==> config.mk <==
export PLATFORM = sky130hd
export DESIGN_NAME = sar_sequencer
export DESIGN_NICKNAME = d
export VERILOG_FILES = /design/src/rtl/sar_pkg.sv /design/src/rtl/sar_fifo.sv /design/src/rtl/sar_sequencer.sv
export SDC_FILE = /design/constraint.sdc
export NUM_CORES = 1
export LEC_CHECK = 0
export BUFFER_PORTS_ARGS = -buffer_cell sky130_fd_sc_hd__buf_2
export CORE_MARGIN = 5
export CORE_UTILIZATION = 30
export CTS_BUF_LIST = sky130_fd_sc_hd__clkbuf_16
export DETAILED_ROUTE_END_ITERATION = 7
export PLACE_DENSITY = 0.49
export SLEW_MARGIN = 5
export SYNTH_ARGS = -nofsm -noshare
export SYNTH_HDL_FRONTEND = slang
export SYNTH_SLANG_ARGS = --single-unit
==> constraint.sdc <==
create_clock -name CLK_I -period 3.8 [get_ports CLK_I]
set_clock_uncertainty 0.2 [all_clocks]
set_input_delay 0.19 -clock CLK_I [delete_from_list [all_inputs] [get_ports CLK_I]]
set_output_delay 0.19 -clock CLK_I [all_outputs]
set_load 0.05 [all_outputs]
==> src/rtl/sar_pkg.sv <==
package sar_pkg;

   // =========================================================
   // Result format
   // =========================================================
   localparam int              RES_BITS     = 13;
   localparam int              FIFO_DEPTH   = 8;
   localparam logic [3:0]      STEP_FIRST   = 4'h0;
   localparam logic [3:0]      STEP_LAST    = 4'(RES_BITS - 1);
   localparam logic [12:0]     CODE_ZERO    = 13'h0000;
   // Full-scale code limits in two's complement.
   localparam logic [12:0]     CODE_MIN     = 13'h1000;
   localparam logic [12:0]     CODE_MAX     = 13'h0fff;

   // =========================================================
   // Scale
   // =========================================================
   localparam int              REF_MV       = 4096;
   localparam int              LSB_UV       = (2 * REF_MV * 1000) / (2 ** RES_BITS);

   // =========================================================
   // Timing
   // =========================================================
   localparam int              CONV_RATE_SPS = 5_000_000;
   localparam int              CLK_PERIOD_NS = 8;
   localparam int              CYCLE_NS      = 1_000_000_000 / CONV_RATE_SPS;
   localparam int              CYCLE_CLKS    = (CYCLE_NS + CLK_PERIOD_NS - 1) / CLK_PERIOD_NS;
   localparam logic [7:0]      CYCLE_CLKS_W  = 8'(CYCLE_CLKS);
   localparam logic [7:0]      CNT_ZERO      = 8'h00;
   localparam logic [7:0]      CNT_ONE       = 8'h01;
   localparam logic [7:0]      CNT_MAX       = 8'hff;

   // =========================================================
   // Sequencer states
   // =========================================================
   typedef enum logic [1:0] {
      ST_ACQUIRE,
      ST_CONVERT,
      ST_HOLD
   } sar_state_t;

endpackage : sar_pkg

==> src/rtl/sar_fifo.sv <==
`timescale 1ns/100ps

module sar_fifo #(
   parameter int WIDTH = 13,
   parameter int DEPTH = 8
) (
   // Clock and reset
   input  wire logic             clk_i,
   input  wire logic             reset_i,
   // Filling side
   input  wire logic             in_valid_i,
   output logic                  in_ready_o,
   input  wire logic [WIDTH-1:0] in_data_i,
   // Draining side
   output logic                  out_valid_o,
   input  wire logic             out_ready_i,
   output logic [WIDTH-1:0]      out_data_o
);

   localparam int AW = $clog2(DEPTH);
   localparam logic [AW:0] CNT_FULL = (AW+1)'(DEPTH);
   localparam logic [AW:0] CNT_ONE  = (AW+1)'(1);
   localparam logic [AW-1:0] PTR_ONE = AW'(1);

   logic [WIDTH-1:0] mem [DEPTH];
   logic [AW-1:0]    wr_ptr_r, wr_ptr_nxt;
   logic [AW-1:0]    rd_ptr_r, rd_ptr_nxt;
   logic [AW:0]      count_r,  count_nxt;
   logic             valid_r,  valid_nxt;
   logic [WIDTH-1:0] data_r,   data_nxt;
   logic             push;
   logic             pop;

   assign in_ready_o  = (count_r != CNT_FULL);
   assign out_valid_o = valid_r;
   assign out_data_o  = data_r;

   // =========================================================
   // Pointers and output register
   // =========================================================
   always_comb begin
      push       = in_valid_i && (count_r != CNT_FULL);
      pop        = (!valid_r || out_ready_i) && (count_r != '0);
      wr_ptr_nxt = push ? wr_ptr_r + PTR_ONE : wr_ptr_r;
      rd_ptr_nxt = pop ? rd_ptr_r + PTR_ONE : rd_ptr_r;
      count_nxt  = count_r;
      if (push && !pop) begin
         count_nxt = count_r + CNT_ONE;
      end else if (pop && !push) begin
         count_nxt = count_r - CNT_ONE;
      end
      valid_nxt = valid_r && !out_ready_i;
      data_nxt  = data_r;
      if (pop) begin
         valid_nxt = 1'b1;
         data_nxt  = mem[rd_ptr_r];
      end
   end

   always_ff @(posedge clk_i) begin
      if (reset_i) begin
         wr_ptr_r <= '0;
         rd_ptr_r <= '0;
         count_r  <= '0;
         valid_r  <= 1'b0;
         data_r   <= '0;
      end else begin
         wr_ptr_r <= wr_ptr_nxt;
         rd_ptr_r <= rd_ptr_nxt;
         count_r  <= count_nxt;
         valid_r  <= valid_nxt;
         data_r   <= data_nxt;
      end
   end

   always_ff @(posedge clk_i) begin
      if (push) begin
         mem[wr_ptr_r] <= in_data_i;
      end
   end

endmodule : sar_fifo

==> src/rtl/sar_sequencer.sv <==
`timescale 1ns/100ps

module sar_sequencer
   import sar_pkg::*;
(
   // Clock and reset
   input  wire logic                CLK_I,
   input  wire logic                RESET_I,
   // Host link
   input  wire logic                CONVERT_START_N_I,
   input  wire logic                SERIAL_CLK_I,
   output logic                     SERIAL_RESULT_OUT_O,
   output logic                     SERIAL_RESULT_OE_N_O,
   // Analog core
   input  wire logic                COMPARATOR_I,
   output logic                     SAMPLE_EN_O,
   output logic [RES_BITS-1:0]      CAPACITIVE_APPROX_DAC_O
);

   // =========================================================
   // Declarations
   // =========================================================
   logic                cnv_s1_r, cnv_s2_r, cnv_d_r;
   logic                sck_s1_r, sck_s2_r, sck_d_r;
   logic                cmp_s1_r, cmp_s2_r;
   logic                cnv_fall, cnv_rise, sck_fall;

   sar_state_t          state_r,    state_nxt;
   logic [3:0]          step_r,     step_nxt;
   logic [RES_BITS-1:0] sar_r,      sar_nxt;
   logic                sample_r,   sample_nxt;
   logic                res_vld_r,  res_vld_nxt;
   logic [RES_BITS-1:0] res_data_r, res_data_nxt;

   logic [RES_BITS-1:0] shift_r,    shift_nxt;
   logic                sdo_r,      sdo_nxt;
   logic                oe_n_r,     oe_n_nxt;
   logic                fifo_pop;

   logic                fifo_in_ready;
   logic                fifo_out_valid;
   logic [RES_BITS-1:0] fifo_out_data;

   logic [7:0]          cyc_cnt_r,  cyc_cnt_nxt;

   // One-hot weight of the bit tried in a given step, MSB first.
   function automatic logic [RES_BITS-1:0] trial_bit(input logic [3:0] step);
      logic [RES_BITS-1:0] w;
      w = '0;
      w[STEP_LAST - step] = 1'b1;
      return w;
   endfunction : trial_bit

   // =========================================================
   // Pin synchronisers and edge detection
   // =========================================================
   always_ff @(posedge CLK_I) begin
      if (RESET_I) begin
         cnv_s1_r <= 1'b1;
         cnv_s2_r <= 1'b1;
         cnv_d_r  <= 1'b1;
         sck_s1_r <= 1'b0;
         sck_s2_r <= 1'b0;
         sck_d_r  <= 1'b0;
         cmp_s1_r <= 1'b0;
         cmp_s2_r <= 1'b0;
      end else begin
         cnv_s1_r <= CONVERT_START_N_I;
         cnv_s2_r <= cnv_s1_r;
         cnv_d_r  <= cnv_s2_r;
         sck_s1_r <= SERIAL_CLK_I;
         sck_s2_r <= sck_s1_r;
         sck_d_r  <= sck_s2_r;
         cmp_s1_r <= COMPARATOR_I;
         cmp_s2_r <= cmp_s1_r;
      end
   end

   assign cnv_fall = cnv_d_r && !cnv_s2_r;
   assign cnv_rise = !cnv_d_r && cnv_s2_r;
   assign sck_fall = sck_d_r && !sck_s2_r;

   // =========================================================
   // Successive approximation sequencer
   // =========================================================
   // The comparator is high when the held sample is at or above the trial level.
   // The DAC code is offset binary; flipping its top bit gives two's complement.
   // The same steps serve every input style; only the analog span differs.
   always_comb begin
      state_nxt    = state_r;
      step_nxt     = step_r;
      sar_nxt      = sar_r;
      sample_nxt   = sample_r;
      res_vld_nxt  = res_vld_r && !fifo_in_ready;
      res_data_nxt = res_data_r;
      unique case (state_r)
         ST_ACQUIRE: begin
            if (cnv_fall) begin
               state_nxt  = ST_CONVERT;
               step_nxt   = STEP_FIRST;
               sar_nxt    = trial_bit(STEP_FIRST);
               sample_nxt = 1'b0;
            end
         end
         ST_CONVERT: begin
            if (cnv_rise) begin
               // An early rise abandons the partial code and resumes sampling.
               state_nxt  = ST_ACQUIRE;
               sample_nxt = 1'b1;
            end else if (sck_fall && !(step_r == STEP_LAST && res_vld_r)) begin
               sar_nxt[STEP_LAST - step_r] = cmp_s2_r;
               if (step_r == STEP_LAST) begin
                  // Codes beyond a reduced span are kept as they are.
                  res_data_nxt = {~sar_nxt[RES_BITS-1], sar_nxt[RES_BITS-2:0]};
                  res_vld_nxt  = 1'b1;
                  state_nxt    = ST_HOLD;
               end else begin
                  step_nxt = step_r + 4'h1;
                  sar_nxt  = sar_nxt | trial_bit(step_r + 4'h1);
               end
            end
         end
         ST_HOLD: begin
            if (cnv_rise) begin
               state_nxt  = ST_ACQUIRE;
               sample_nxt = 1'b1;
            end
         end
      endcase
   end

   always_ff @(posedge CLK_I) begin
      if (RESET_I) begin
         state_r    <= ST_ACQUIRE;
         step_r     <= STEP_FIRST;
         sar_r      <= CODE_ZERO;
         sample_r   <= 1'b1;
         res_vld_r  <= 1'b0;
         res_data_r <= CODE_ZERO;
      end else begin
         state_r    <= state_nxt;
         step_r     <= step_nxt;
         sar_r      <= sar_nxt;
         sample_r   <= sample_nxt;
         res_vld_r  <= res_vld_nxt;
         res_data_r <= res_data_nxt;
      end
   end

   // One code step is twice the reference over 2^RES_BITS.
   assign CAPACITIVE_APPROX_DAC_O = sar_r;
   assign SAMPLE_EN_O             = sample_r;

   // =========================================================
   // Result buffer
   // =========================================================
   // A full buffer holds the last decision until a word drains.
   sar_fifo #(
      .WIDTH (RES_BITS),
      .DEPTH (FIFO_DEPTH)
   ) u_fifo (
      .clk_i       (CLK_I),
      .reset_i     (RESET_I),
      .in_valid_i  (res_vld_r),
      .in_ready_o  (fifo_in_ready),
      .in_data_i   (res_data_r),
      .out_valid_o (fifo_out_valid),
      .out_ready_i (fifo_pop),
      .out_data_o  (fifo_out_data)
   );

   // =========================================================
   // Serial output
   // =========================================================
   // The word shifted in this cycle is the previous sample's result.
   // With no stored result the line shifts zeros.
   always_comb begin
      shift_nxt = shift_r;
      sdo_nxt   = sdo_r;
      oe_n_nxt  = oe_n_r;
      fifo_pop  = 1'b0;
      if (state_r == ST_ACQUIRE) begin
         if (cnv_fall) begin
            fifo_pop  = 1'b1;
            shift_nxt = fifo_out_valid ? fifo_out_data : CODE_ZERO;
            sdo_nxt   = shift_nxt[RES_BITS-1];
            oe_n_nxt  = 1'b0;
         end
      end else if (cnv_rise) begin
         oe_n_nxt = 1'b1;
      end else if (sck_fall) begin
         shift_nxt = {shift_r[RES_BITS-2:0], 1'b0};
         sdo_nxt   = shift_r[RES_BITS-2];
      end
   end

   always_ff @(posedge CLK_I) begin
      if (RESET_I) begin
         shift_r <= CODE_ZERO;
         sdo_r   <= 1'b0;
         oe_n_r  <= 1'b1;
      end else begin
         shift_r <= shift_nxt;
         sdo_r   <= sdo_nxt;
         oe_n_r  <= oe_n_nxt;
      end
   end

   assign SERIAL_RESULT_OUT_O  = sdo_r;
   assign SERIAL_RESULT_OE_N_O = oe_n_r;

   // =========================================================
   // Checks
   // =========================================================
   // Clocks since the last convert fall, saturating.
   always_comb begin
      cyc_cnt_nxt = cyc_cnt_r;
      if (cnv_fall) begin
         cyc_cnt_nxt = CNT_ONE;
      end else if (cyc_cnt_r != CNT_MAX) begin
         cyc_cnt_nxt = cyc_cnt_r + CNT_ONE;
      end
   end

   always_ff @(posedge CLK_I) begin
      if (RESET_I) begin
         cyc_cnt_r <= CNT_ZERO;
      end else begin
         cyc_cnt_r <= cyc_cnt_nxt;
      end
   end
endmodule : sar_sequencer

==> flow_metrics.env, run 1 <==
export IMPL_yosys_register_bits=184
export IMPL_synth_area_mux_share_pct=10.60
export IMPL_max_slew_worst_pin_slew_ns=0.9999
export IMPL_library_cell_with_the_largest_summed_area_after_synthesis="edfxtp_1"
export IMPL_rsz0062_at_grt="false"
export IMPL_worst_hold_path_type="in -> reg"
export IMPL_yosys_area_share_adder_pct=2.465
export IMPL_yosys_top_cells_area="edfxtp_1, dfxtp_1, mux4_2"
export IMPL_place_port_buffers=20
export IMPL_synth_top_family_by_area="simple AND/OR/NAND/NOR gates"
export IMPL_layoutNonFillerInstCount=990
export IMPL_nets=662
export IMPL_sum_of_routed_wire_length_over_all_layers_mm=17.23
export IMPL_post_cts_setup_driven_buffer_insertion_count=0
export IMPL_area_growth_syn_to_layout_pct=12.69
export IMPL_syn_mean_instance_area_um2=12.63
export IMPL_clk_pin_slew_ns=0.06
export IMPL_cts_num_sinks=184
export IMPL_endpoint_required_time_on_the_critical_path_ns=3.93
export IMPL_setup_violations_final=0
export IMPL_synth_most_common_cell="edfxtp_1"
export IMPL_outcome="finished clean"
export IMPL_syn_instance_count=627
export IMPL_drtIter0Drc=362
export IMPL_grt_pass1_wl_mm=27.55
export IMPL_synth_nets=647
export IMPL_critical_path_max_stage_delay_ns=0.68
export IMPL_vias_in_the_first_global_route=4942
export IMPL_placementRows=59
export IMPL_placed_cells_incl_taps=955
export IMPL_boundaryPins=21
export IMPL_layout_cells_sized_above_1_pct=17.56
export IMPL_mappedNetlistArea_um2=7918
export IMPL_post_synth_xor_area_fraction_pct=1.201
export IMPL_routabilityCongestion=0.8345
export IMPL_slowest_stage="or4b_1"
export IMPL_compound_gate_fraction_of_synth_area_pct=10.54
export IMPL_final_period_utilization_pct=75.73
export IMPL_rrSetupSlack_ns=0.92
export IMPL_die_height_um=172.5
export IMPL_dpl_hpwl_mm=11.50
export IMPL_pwr_density_cell_nw_per_um2=552.3
export IMPL_finalHoldWorstSlack_ns=0.04710
export IMPL_synth_yosys_seq_area_share_pct=59.67
export IMPL_p_total_mw=4.928
export IMPL_holdBufCountCts=3
export IMPL_synth_top_cell_area_share_pct=39.44
export IMPL_fp_dieW_um=172.5
export IMPL_cp_cell_sequence="inv_2 > ha_1 > nand4_1 > nand2_1 > or4b_1 > a21oi_1 > o21ai_0 > o211ai_1"
export IMPL_synth_simple_gate_area_share_pct=11.85
export IMPL_synth_edf_count=104
export IMPL_worst_slew_margin_rel_pct=33.25
export IMPL_ys_async_sr_fraction_pct=0
export IMPL_clock_root_buffer="clkbuf_16"
export IMPL_dominantRegCellSynth="edfxtp_1"
export IMPL_grt_start_max_net_pins=51
export IMPL_cp_max_fo=13
export IMPL_inserted_diodes=0
export IMPL_yosysUniqueCellTypes=68
export IMPL_cts_resized=0
export IMPL_cts_max_level=4
export IMPL_drc_errors=0
export IMPL_ys_top_cells_by_count="edfxtp_1, dfxtp_1, nor2_1"
export IMPL_drv_slew=0
export IMPL_yosysWarnings=0
export IMPL_globalRouteOverflowTotal=0
export IMPL_die_outline_area_um2=29740
export IMPL_grt_use_total_pct=12.00
export IMPL_timing_critical_path_to_type="register"
export IMPL_startpoint_type="register"
export IMPL_cellLeakagePower_nw=2.846
export IMPL_max_cap_violations=0
export IMPL_clk_insertion_delay_late_ns=0.41
export IMPL_antenna_violations_before_repair=0
export IMPL_route_detailed_wl_per_inst_um=17.40
export IMPL_route_detailed_vias_per_inst=4.927
export IMPL_worst_ir_drop_vdd_mv=0.2892
export IMPL_coreArea_um2=26060
export IMPL_ctsLongestPathBuffers=2
export IMPL_fmaxAchievable_mhz=347.5
export IMPL_final_antenna_net_count=0
export IMPL_criticalPathCategory="reg -> reg"
export IMPL_start_util_pct=30.38
export IMPL_cts_tree="yes"
export IMPL_final_setup_tns_ns=0
export IMPL_final_min_clock_period_ns=2.878
export IMPL_drt_pass1_iterations=5
export IMPL_final_hold_viol_count=0
export IMPL_vias=4878
export IMPL_critPathArrivalTime_ns=3.01
export IMPL_cts_buffers_inserted=17
-- power by group --
group	switching [mW]	leakage (nW)	internal (mW)
combinational	0.474	0.951	0.417
sequential	0.156	1.62	2.20
clock	0.718	0.279	0.959
-- registers in the layout, summed over array words and instances (netlist names), 2 cells and up --
register                 cells
step_r                       4
shift_r                     12
u_fifo.mem                 104
u_fifo.count_r               4
res_data_r                  13
u_fifo.rd_ptr_r              3
state_r                      2
u_fifo.out_data_o           13
u_fifo.wr_ptr_r              3
CAPACITIVE_APPROX_DAC_O     13
-- path summary, 6_finish.rpt --
kind | startpoint | end | cells past startpoint
min | RESET_I | step_r[1] | 2
max reg2reg | step_r[0] | CAPACITIVE_APPROX_DAC_O[2] | 8
max | step_r[0] | CAPACITIVE_APPROX_DAC_O[2] | 8
min reg2reg | cnv_s1_r | cnv_s2_r | 1
-- cells in the final DEF, fill, tap and decap left out, types with 3 or more instances in the layout --
cell type,Yosys,final
dfxtp_1,80,79
nor2_1,72,72
buf_4,5,14
mux4_2,26,26
buf_2,9,20
nand2b_1,6,6
inv_6,0,3
o21ai_2,4,4
a21oi_1,24,23
nand2_1,48,48
inv_1,12,15
or3_1,3,3
o21ai_0,17,17
clkbuf_16,0,17
mux2i_1,22,22
nor3_1,6,4
a211oi_1,17,17
xnor2_1,6,6
mux2_2,3,3
nand3_1,27,27
or2_2,4,4
nand3b_1,3,3
ha_1,14,14
o211ai_1,8,8
nand4_1,4,4
nor2b_1,9,9
edfxtp_1,104,104
xor2_1,3,3
a311oi_1,21,21
dlygate4sd3_1,0,3
-- cell families after synthesis --
family,after synthesis
and+or+nand+nor,198
DFF,184
AOI/OAI and AO/OA,114
buffers and inverters,55
muxes,51
adders and majority gates,15
xor gates and xnor gates,10
-- layout make-up --
type / count / area (µm²)
flip-flops and latches: 184 / 4726
well taps: 335 / 419.2
repair buffers: 37 / 235.2
clock buffers: 17 / 425.4
fillers: 2587 / 17140
clock inverters: 15 / 135.1
inverters: 14 / 52.55
multi-input cells: 388 / 2929
-- stage by stage --
stage | utilization [%] | instance area, µm² | worst slack [ns]
after floorplan | - | 7918 | 0.8854
after global placement | 31.97 | 8332 | 1.037
after detailed placement | 31.97 | 8332 | 0.9676
after CTS | 34.24 | 8922 | 0.9460
after global routing | 34.24 | 8922 | 0.6722
final | 34.24 | 8922 | 0.9222
-- metal layers --
metal | wire length (µm) | GRT usage (%) | up-vias
met4 | 185 | 3.315 | 0
li1 | - | - | 2375
met3 | 566 | 1.966 | 8
met1 | 8146 | 16.57 | 2411
met2 | 8326 | 19.60 | 84
met5 | 0 | 0 | -
-- worst max-delay path: cells and delay by family, from the launching register on --
kind | cells | cell delay (ns)
AND/OR/NAND/NOR | 3 | 1.01
flip-flops | 1 | 0.64
AO/OA/AOI/OAI | 3 | 0.45
adder cells (fa/ha/maj) | 1 | 0.38
buffers and inverters | 1 | 0.11
Note: power is estimated with default switching activity, not from simulation.
==> inputs of run 2 (changes only) <==
Settings changed: ABC_AREA from default to 1, PLACE_DENSITY 0.49 to 0.51.
Clock period 3.8 ns to 2.6 ns, I/O delays scaled along.
==> run 2 against run 1 <==
Against the previous run: worst hold slack gained 0.16 ns; setup slack lost 0.68 ns; cell area grew 2.9%; utilization grew 0.88 points; combinational power grew 140%; critical path type unchanged; largest cell class unchanged.
==> flow_metrics.env, run 2 <==
export IMPL_synth_yosys_seq_area_share_pct=59.13
export IMPL_die_outline_area_um2=30000
export IMPL_slowest_stage="dfxtp_1"
export IMPL_final_hold_viol_count=0
export IMPL_drv_slew=0
export IMPL_layout_cells_most_common="nand2_1"
export IMPL_grt_start_max_net_pins=55
export IMPL_place_port_buffers=20
export IMPL_critical_path_top_delay_family="adder cells"
export IMPL_antenna_violations_before_repair=0
export IMPL_setup_violations_final=0
export IMPL_clk_insertion_delay_late_ns=0.43
export IMPL_cellLeakagePower_nw=3.458
export IMPL_post_cts_setup_driven_buffer_insertion_count=0
export IMPL_route_detailed_vias_per_inst=4.646
export IMPL_final_period_utilization_pct=90.75
export IMPL_ys_async_sr_fraction_pct=0
export IMPL_synth_nets=886
export IMPL_globalRouteOverflowTotal=0
export IMPL_grt_busiest_layer="met2"
export IMPL_nFillCells=2708
export IMPL_start_util_pct=30.58
export IMPL_worst_path_stages=14
export IMPL_mappedNetlistArea_um2=7990
export IMPL_clock_root_buffer="clkbuf_16"
export IMPL_yosys_top_cells_area="edfxtp_1, dfxtp_1, nand2_1"
export IMPL_criticalPathCategory="reg -> reg"
export IMPL_grt_use_total_pct=12.49
export IMPL_max_slew_worst_pin_slew_ns=0.4867
export IMPL_cts_buffers_inserted=17
export IMPL_grt_pass1_wl_mm=29.92
export IMPL_hold_path_cell_count=2
export IMPL_die_height_um=173.2
export IMPL_drtIter0Drc=371
export IMPL_route_detailed_wl_per_inst_um=14.61
export IMPL_final_antenna_net_count=0
export IMPL_ctsLongestPathBuffers=2
export IMPL_cp_cell_sequence="inv_1 > ha_1 > nand3_1 > nand2_1 > nand2_2 > ha_1 > inv_2 > ha_1 > nand2_1 > nand2_1 > o21ai_0 > nand3_1 > o21ai_1 > a21oi_1"
export IMPL_coreArea_um2=26130
export IMPL_syn_instance_count=866
export IMPL_yosysUniqueCellTypes=34
export IMPL_largest_reg_flops=104
export IMPL_boundaryPins=21
export IMPL_placementRows=59
export IMPL_timing_critical_path_buf_inv=2
export IMPL_sum_of_routed_wire_length_over_all_layers_mm=18.13
export IMPL_synth_most_common_cell="nand2_1"
export IMPL_yosysWarnings=0
export IMPL_timing_critical_path_to_type="register"
export IMPL_layout_cells_sized_above_1_pct=10.49
export IMPL_syn_mean_instance_area_um2=9.227
export IMPL_largest_register="u_fifo.mem"
export IMPL_worst_slew_margin_rel_pct=67.44
export IMPL_yosys_register_bits=184
export IMPL_library_cell_with_the_largest_summed_area_after_synthesis="edfxtp_1"
export IMPL_synth_top_cell_area_share_pct=39.09
export IMPL_drc_errors=0
export IMPL_fp_dieW_um=173.2
export IMPL_dominantRegCellSynth="edfxtp_1"
export IMPL_cts_max_level=4
export IMPL_cts_tree="yes"
export IMPL_pwr_density_cell_nw_per_um2=892.2
export IMPL_most_common_layout_cells="nand2_1, nor2_1, o21ai_0"
export IMPL_postLayoutCellArea_um2=9179
export IMPL_critPathArrivalTime_ns=2.48
export IMPL_inserted_diodes=0
export IMPL_outcome="finished clean"
export IMPL_ff2ff_path_depth=14
export IMPL_area_growth_syn_to_layout_pct=14.88
export IMPL_max_cap_violations=0
export IMPL_endpoint_required_time_on_the_critical_path_ns=2.72
export IMPL_rsz0062_at_grt="false"
export IMPL_dpl_hpwl_mm=11.50
export IMPL_groute_layer_met2_usage_pct=20.89
export IMPL_vias=5766
export IMPL_routabilityCongestion=0.8234
export IMPL_cts_num_sinks=184
export IMPL_postPlaceCellArea_um2=8541
export IMPL_vias_in_the_first_global_route=5604
export IMPL_grt_util_met1_pct=16.48
export IMPL_worst_ir_drop_vdd_mv=0.4685
export IMPL_worst_hold_path_type="reg -> reg"
export IMPL_cp_max_fo=4
export IMPL_fmaxAchievable_mhz=423.8
export IMPL_final_setup_tns_ns=0
export IMPL_nets=913
export IMPL_critical_path_max_stage_delay_ns=0.34
export IMPL_drt_pass1_iterations=4
export IMPL_synth_edf_count=104
export IMPL_final_min_clock_period_ns=2.359
export IMPL_clk_pin_slew_ns=0.07
export IMPL_ys_top_cells_by_count="nand2_1, nor2_1, o21ai_0"
export IMPL_grtUsageMet3_pct=3.057
export IMPL_startpoint_type="register"
==> run 2: cell types whose count changed after synthesis, moves of 21 or more <==
cell and change:
a21oi_1 +29, a311oi_1 -21, inv_1 +60, mux2i_1 -22, mux4_2 -26, nand2_1 +98, nor2_1 +52, o211ai_1 +27
o21ai_0 +91
==> run 2: repair_timing <==
item                                   4_1_cts  5_1_grt
setup endpoints to repair                    0        1
gates resized for setup                      0        2
hold buffers                                 4        0
endpoints found under the hold margin       17        0
==> run 2: kinds of logic after synthesis <==
| group | count (synthesis) | share of synthesized area, % |
|---|---|---|
| and+or+nand+nor | 336 | 17.38 |
| AOI/OAI and AO/OA | 205 | 14.27 |
| DFF | 184 | 59.13 |
| buffers and inverters | 122 | 6.248 |
| adders and majority gates | 15 | 2.443 |
| xor gates and xnor gates | 4 | 0.5325 |
==> run 2: final timing paths <==
check,from,end,slack (ns)
worst max-delay path,state_r[0],u_fifo.count_r[3],0.24
worst min-delay path,cmp_s1_r,cmp_s2_r,0.21
worst max register to register,state_r[0],u_fifo.count_r[3],0.24
worst min register to register,cmp_s1_r,cmp_s2_r,0.21
==> run 2: metal layers <==
layer  wire, µm  part of all wire, %
met5          0                    0
met4        117                 0.65
met3        668                  3.7
met2       8706                   48
met1       8638                   48
==> run 2: power breakdown <==
| part | internal, mW | switching, mW | total (mW) |
|---|---|---|---|
| clock network | 1.51 | 1.12 | 2.64 |
| logic | 0.675 | 1.49 | 2.17 |
| registers | 3.25 | 0.133 | 3.39 |
==> run 2: area by class of cell <==
| class | instances | area [µm²] | area share, % |
|---|---|---|---|
| clock buffer | 17 | 425.4 | 4.635 |
| tap | 335 | 419.2 | 4.567 |
| multi-input combinational | 560 | 2769 | 30.17 |
| sequential | 184 | 4725 | 51.47 |
| inverter | 78 | 292.8 | 3.190 |
| clock inverter | 15 | 172.7 | 1.881 |
| timing repair buffer | 52 | 375.4 | 4.089 |
==> run 2: worst min-delay path: cells and delay by family, from the launching register on <==
kind                   cells  cell delay, ns
buffers and inverters      1            0.04
DFF                        1            0.30
and+or+nand+nor            1            0.03
==> run 2: through the flow <==
step / hold slack [ns] / setup slack, ns / util, % / std cells / total power [mW]
6_report: 0.2071 / 0.2406 / 35.12 / 1241 / 8.189
2_1_floorplan: 0.03381 / 0.04022 / - / 866 / 5.017
3_3_place_gp: 0.1161 / 0.2601 / 32.68 / 1205 / 5.654
5_1_grt: 0.2022 / 0.03158 / 35.12 / 1241 / 8.749
3_5_place_dp: 0.1163 / 0.1822 / 32.68 / 1205 / 5.661
4_1_cts: 0.1891 / 0.1703 / 35.12 / 1241 / 8.312
==> inputs of run 3 (changes only) <==
Settings changed: REMOVE_ABC_BUFFERS from default to 1.
==> run 3 against run 2 <==
Against the previous run: via count is 0.73% lower; total power shrank 2.3%; sequential power about the same; maximum frequency up 0.36%; clock power fell by 6%; global-route usage decreased by 0.30 points; die area unchanged; sequential share of layout area grew 0.25 points; worst hold slack got worse by 0.18 ns; critical path type unchanged.
==> flow_metrics.env, run 3 (synthesis results as in run 2) <==
export IMPL_cts_max_level=4
export IMPL_worst_slew_margin_rel_pct=66.59
export IMPL_drtIter0Drc=340
export IMPL_reg2reg_from="state_r[0]"
export IMPL_clkPwrFrac_pct=30.9
export IMPL_final_period_utilization_pct=90.42
export IMPL_antenna_violations_before_repair=0
export IMPL_max_slew_worst_pin_slew_ns=0.4994
export IMPL_p_sw_share_pct=35.30
export IMPL_critical_path_endpoint="u_fifo.count_r[3]"
export IMPL_post_cts_setup_driven_buffer_insertion_count=0
export IMPL_largest_register="u_fifo.mem"
export IMPL_max_cap_violations=0
export IMPL_endpoint_required_time_on_the_critical_path_ns=2.72
export IMPL_layout_cells_most_common="nand2_1"
export IMPL_postLayoutCellArea_um2=9135
export IMPL_final_antenna_net_count=0
export IMPL_worst_ir_drop_vdd_mv=0.4324
export IMPL_pwr_density_cell_nw_per_um2=876.1
export IMPL_setup_violations_final=0
export IMPL_cp_max_fo=4
export IMPL_comb_power_share_pct=26.9
export IMPL_routabilityCongestion=0.8166
export IMPL_timing_critical_path_to_type="register"
export IMPL_clock_root_buffer="clkbuf_16"
export IMPL_hold_path_cell_count=4
export IMPL_final_hold_viol_count=0
export IMPL_route_detailed_vias_per_inst=4.612
export IMPL_vias=5724
export IMPL_p_seq_share_pct=42.2
export IMPL_final_setup_tns_ns=0
export IMPL_drc_errors=0
export IMPL_route_detailed_wl_per_inst_um=14.54
export IMPL_critPathArrivalTime_ns=2.47
export IMPL_total_switching_power_mw=2.825
export IMPL_clk_insertion_delay_late_ns=0.43
export IMPL_finalHoldWorstSlack_ns=0.02805
export IMPL_drt_pass1_iterations=5
export IMPL_cts_num_sinks=184
export IMPL_placed_cells_incl_taps=1206
export IMPL_fmaxAchievable_mhz=425.4
export IMPL_coreArea_um2=26130
export IMPL_largest_reg_flops=104
export IMPL_drv_slew=0
export IMPL_grt_start_max_net_pins=55
export IMPL_placementRows=59
export IMPL_outcome="finished clean"
export IMPL_worst_hold_path_type="in -> reg"
export IMPL_critical_path_reg2reg_endpoint="u_fifo.count_r[3]"
export IMPL_grt_pass1_wl_mm=29.32
export IMPL_inserted_diodes=0
export IMPL_startpoint_type="register"
export IMPL_ctsLongestPathBuffers=2
export IMPL_ff2ff_path_depth=14
export IMPL_sum_of_routed_wire_length_over_all_layers_mm=18.05
export IMPL_start_util_pct=30.58
export IMPL_die_height_um=173.2
export IMPL_rrSetupSlack_ns=0.25
export IMPL_area_growth_syn_to_layout_pct=14.33
export IMPL_cts_buffers_inserted=17
export IMPL_cellLeakagePower_nw=3.445
export IMPL_fp_dieW_um=173.2
export IMPL_vias_in_the_first_global_route=5565
export IMPL_die_outline_area_um2=30000
export IMPL_place_port_buffers=20
export IMPL_postPlaceCellArea_um2=8546
export IMPL_layoutNonFillerInstCount=1241
export IMPL_rsz0062_at_grt="false"
export IMPL_layout_cells_sized_above_1_pct=10.60
export IMPL_dpl_hpwl_mm=11.50
export IMPL_grt_use_total_pct=12.19
export IMPL_cts_tree="yes"
export IMPL_nets=913
export IMPL_cp_startpoint="state_r[0]"
export IMPL_criticalPathCategory="reg -> reg"
export IMPL_most_common_layout_cells="nand2_1, nor2_1, o21ai_0"
export IMPL_power_internal_mw=5.178
export IMPL_boundaryPins=21
export IMPL_final_min_clock_period_ns=2.351
export IMPL_globalRouteOverflowTotal=0
export IMPL_clk_pin_slew_ns=0.07
run 3: cell types whose count changed in the layout (fill, tap and decap cells not counted), sizes merged:
cell	change
clkinv	-1
clkinvlp	-1
bufinv	-3
buf	+1
dlygate4sd3	-1
inv	+5
run 3: stage by stage:
stage	utilization (%)	setup WS (ns)	total power, mW
global placement	32.70	0.2849	5.614
finish	34.96	0.2491	8.003
global route	34.96	0.02909	8.546
CTS	34.96	0.2228	8.107
floorplan	-	-0.5185	4.872
detailed placement	32.70	0.2256	5.632
run 3: worst min-delay path by stage:
stage / end / startpoint
after floorplan: CAPACITIVE_APPROX_DAC_O[0] / RESET_I
after global placement: cnv_s1_r / CONVERT_START_N_I
after detailed placement: cnv_s1_r / CONVERT_START_N_I
after CTS: cnv_d_r / RESET_I
after global routing: SERIAL_RESULT_OE_N_O / RESET_I
final: SAMPLE_EN_O / RESET_I
run 3: metal layers:
layer	global-route usage, %	wire length, µm	up-vias	part of all wire, %
met3	2.445	489	8	2.7
met1	16.08	8825	2655	49
met4	2.594	103	0	0.57
met5	0	0	-	0
li1	-	-	2994	-
met2	20.85	8630	67	48
run 3: cell type report:
| type | count | area [µm²] |
|---|---|---|
| clock inverters | 15 | 133.9 |
| repair buffers | 52 | 372.9 |
| well taps | 335 | 419.2 |
| flip-flops and latches | 184 | 4725 |
| clock buffers | 17 | 425.4 |
| fillers | 2721 | 17000 |
| multi-input cells | 560 | 2766 |
| inverters | 78 | 292.8 |
run 3: worst max-delay path, cell delays in order (launching register included):
cell,delay [ns]
dfxtp_1,0.34
inv_1,0.08
ha_1,0.21
nand3_1,0.11
nand2_1,0.07
nand2_1,0.09
ha_1,0.17
inv_1,0.09
ha_1,0.33
nand2_1,0.08
nand2_1,0.05
o21ai_0,0.15
nand3_1,0.11
o21ai_1,0.13
a21oi_1,0.05
run 3: what timing repair did:
| item | in CTS | in global routing |
|---|---|---|
| endpoints found under the hold margin | 3 | 0 |
| gates resized for setup | 0 | 1 |
| setup endpoints to repair | 0 | 1 |
| hold buffers | 3 | 0 |
run 3: power groups by stage:
stage	clock [mW]	sequential [mW]	combinational, mW
floorplan	0	3.59	1.29
finish	2.47	3.37	2.16
detailed placement	0	3.44	2.19
CTS	2.53	3.38	2.20
global route	2.65	3.40	2.49
global placement	0	3.44	2.17
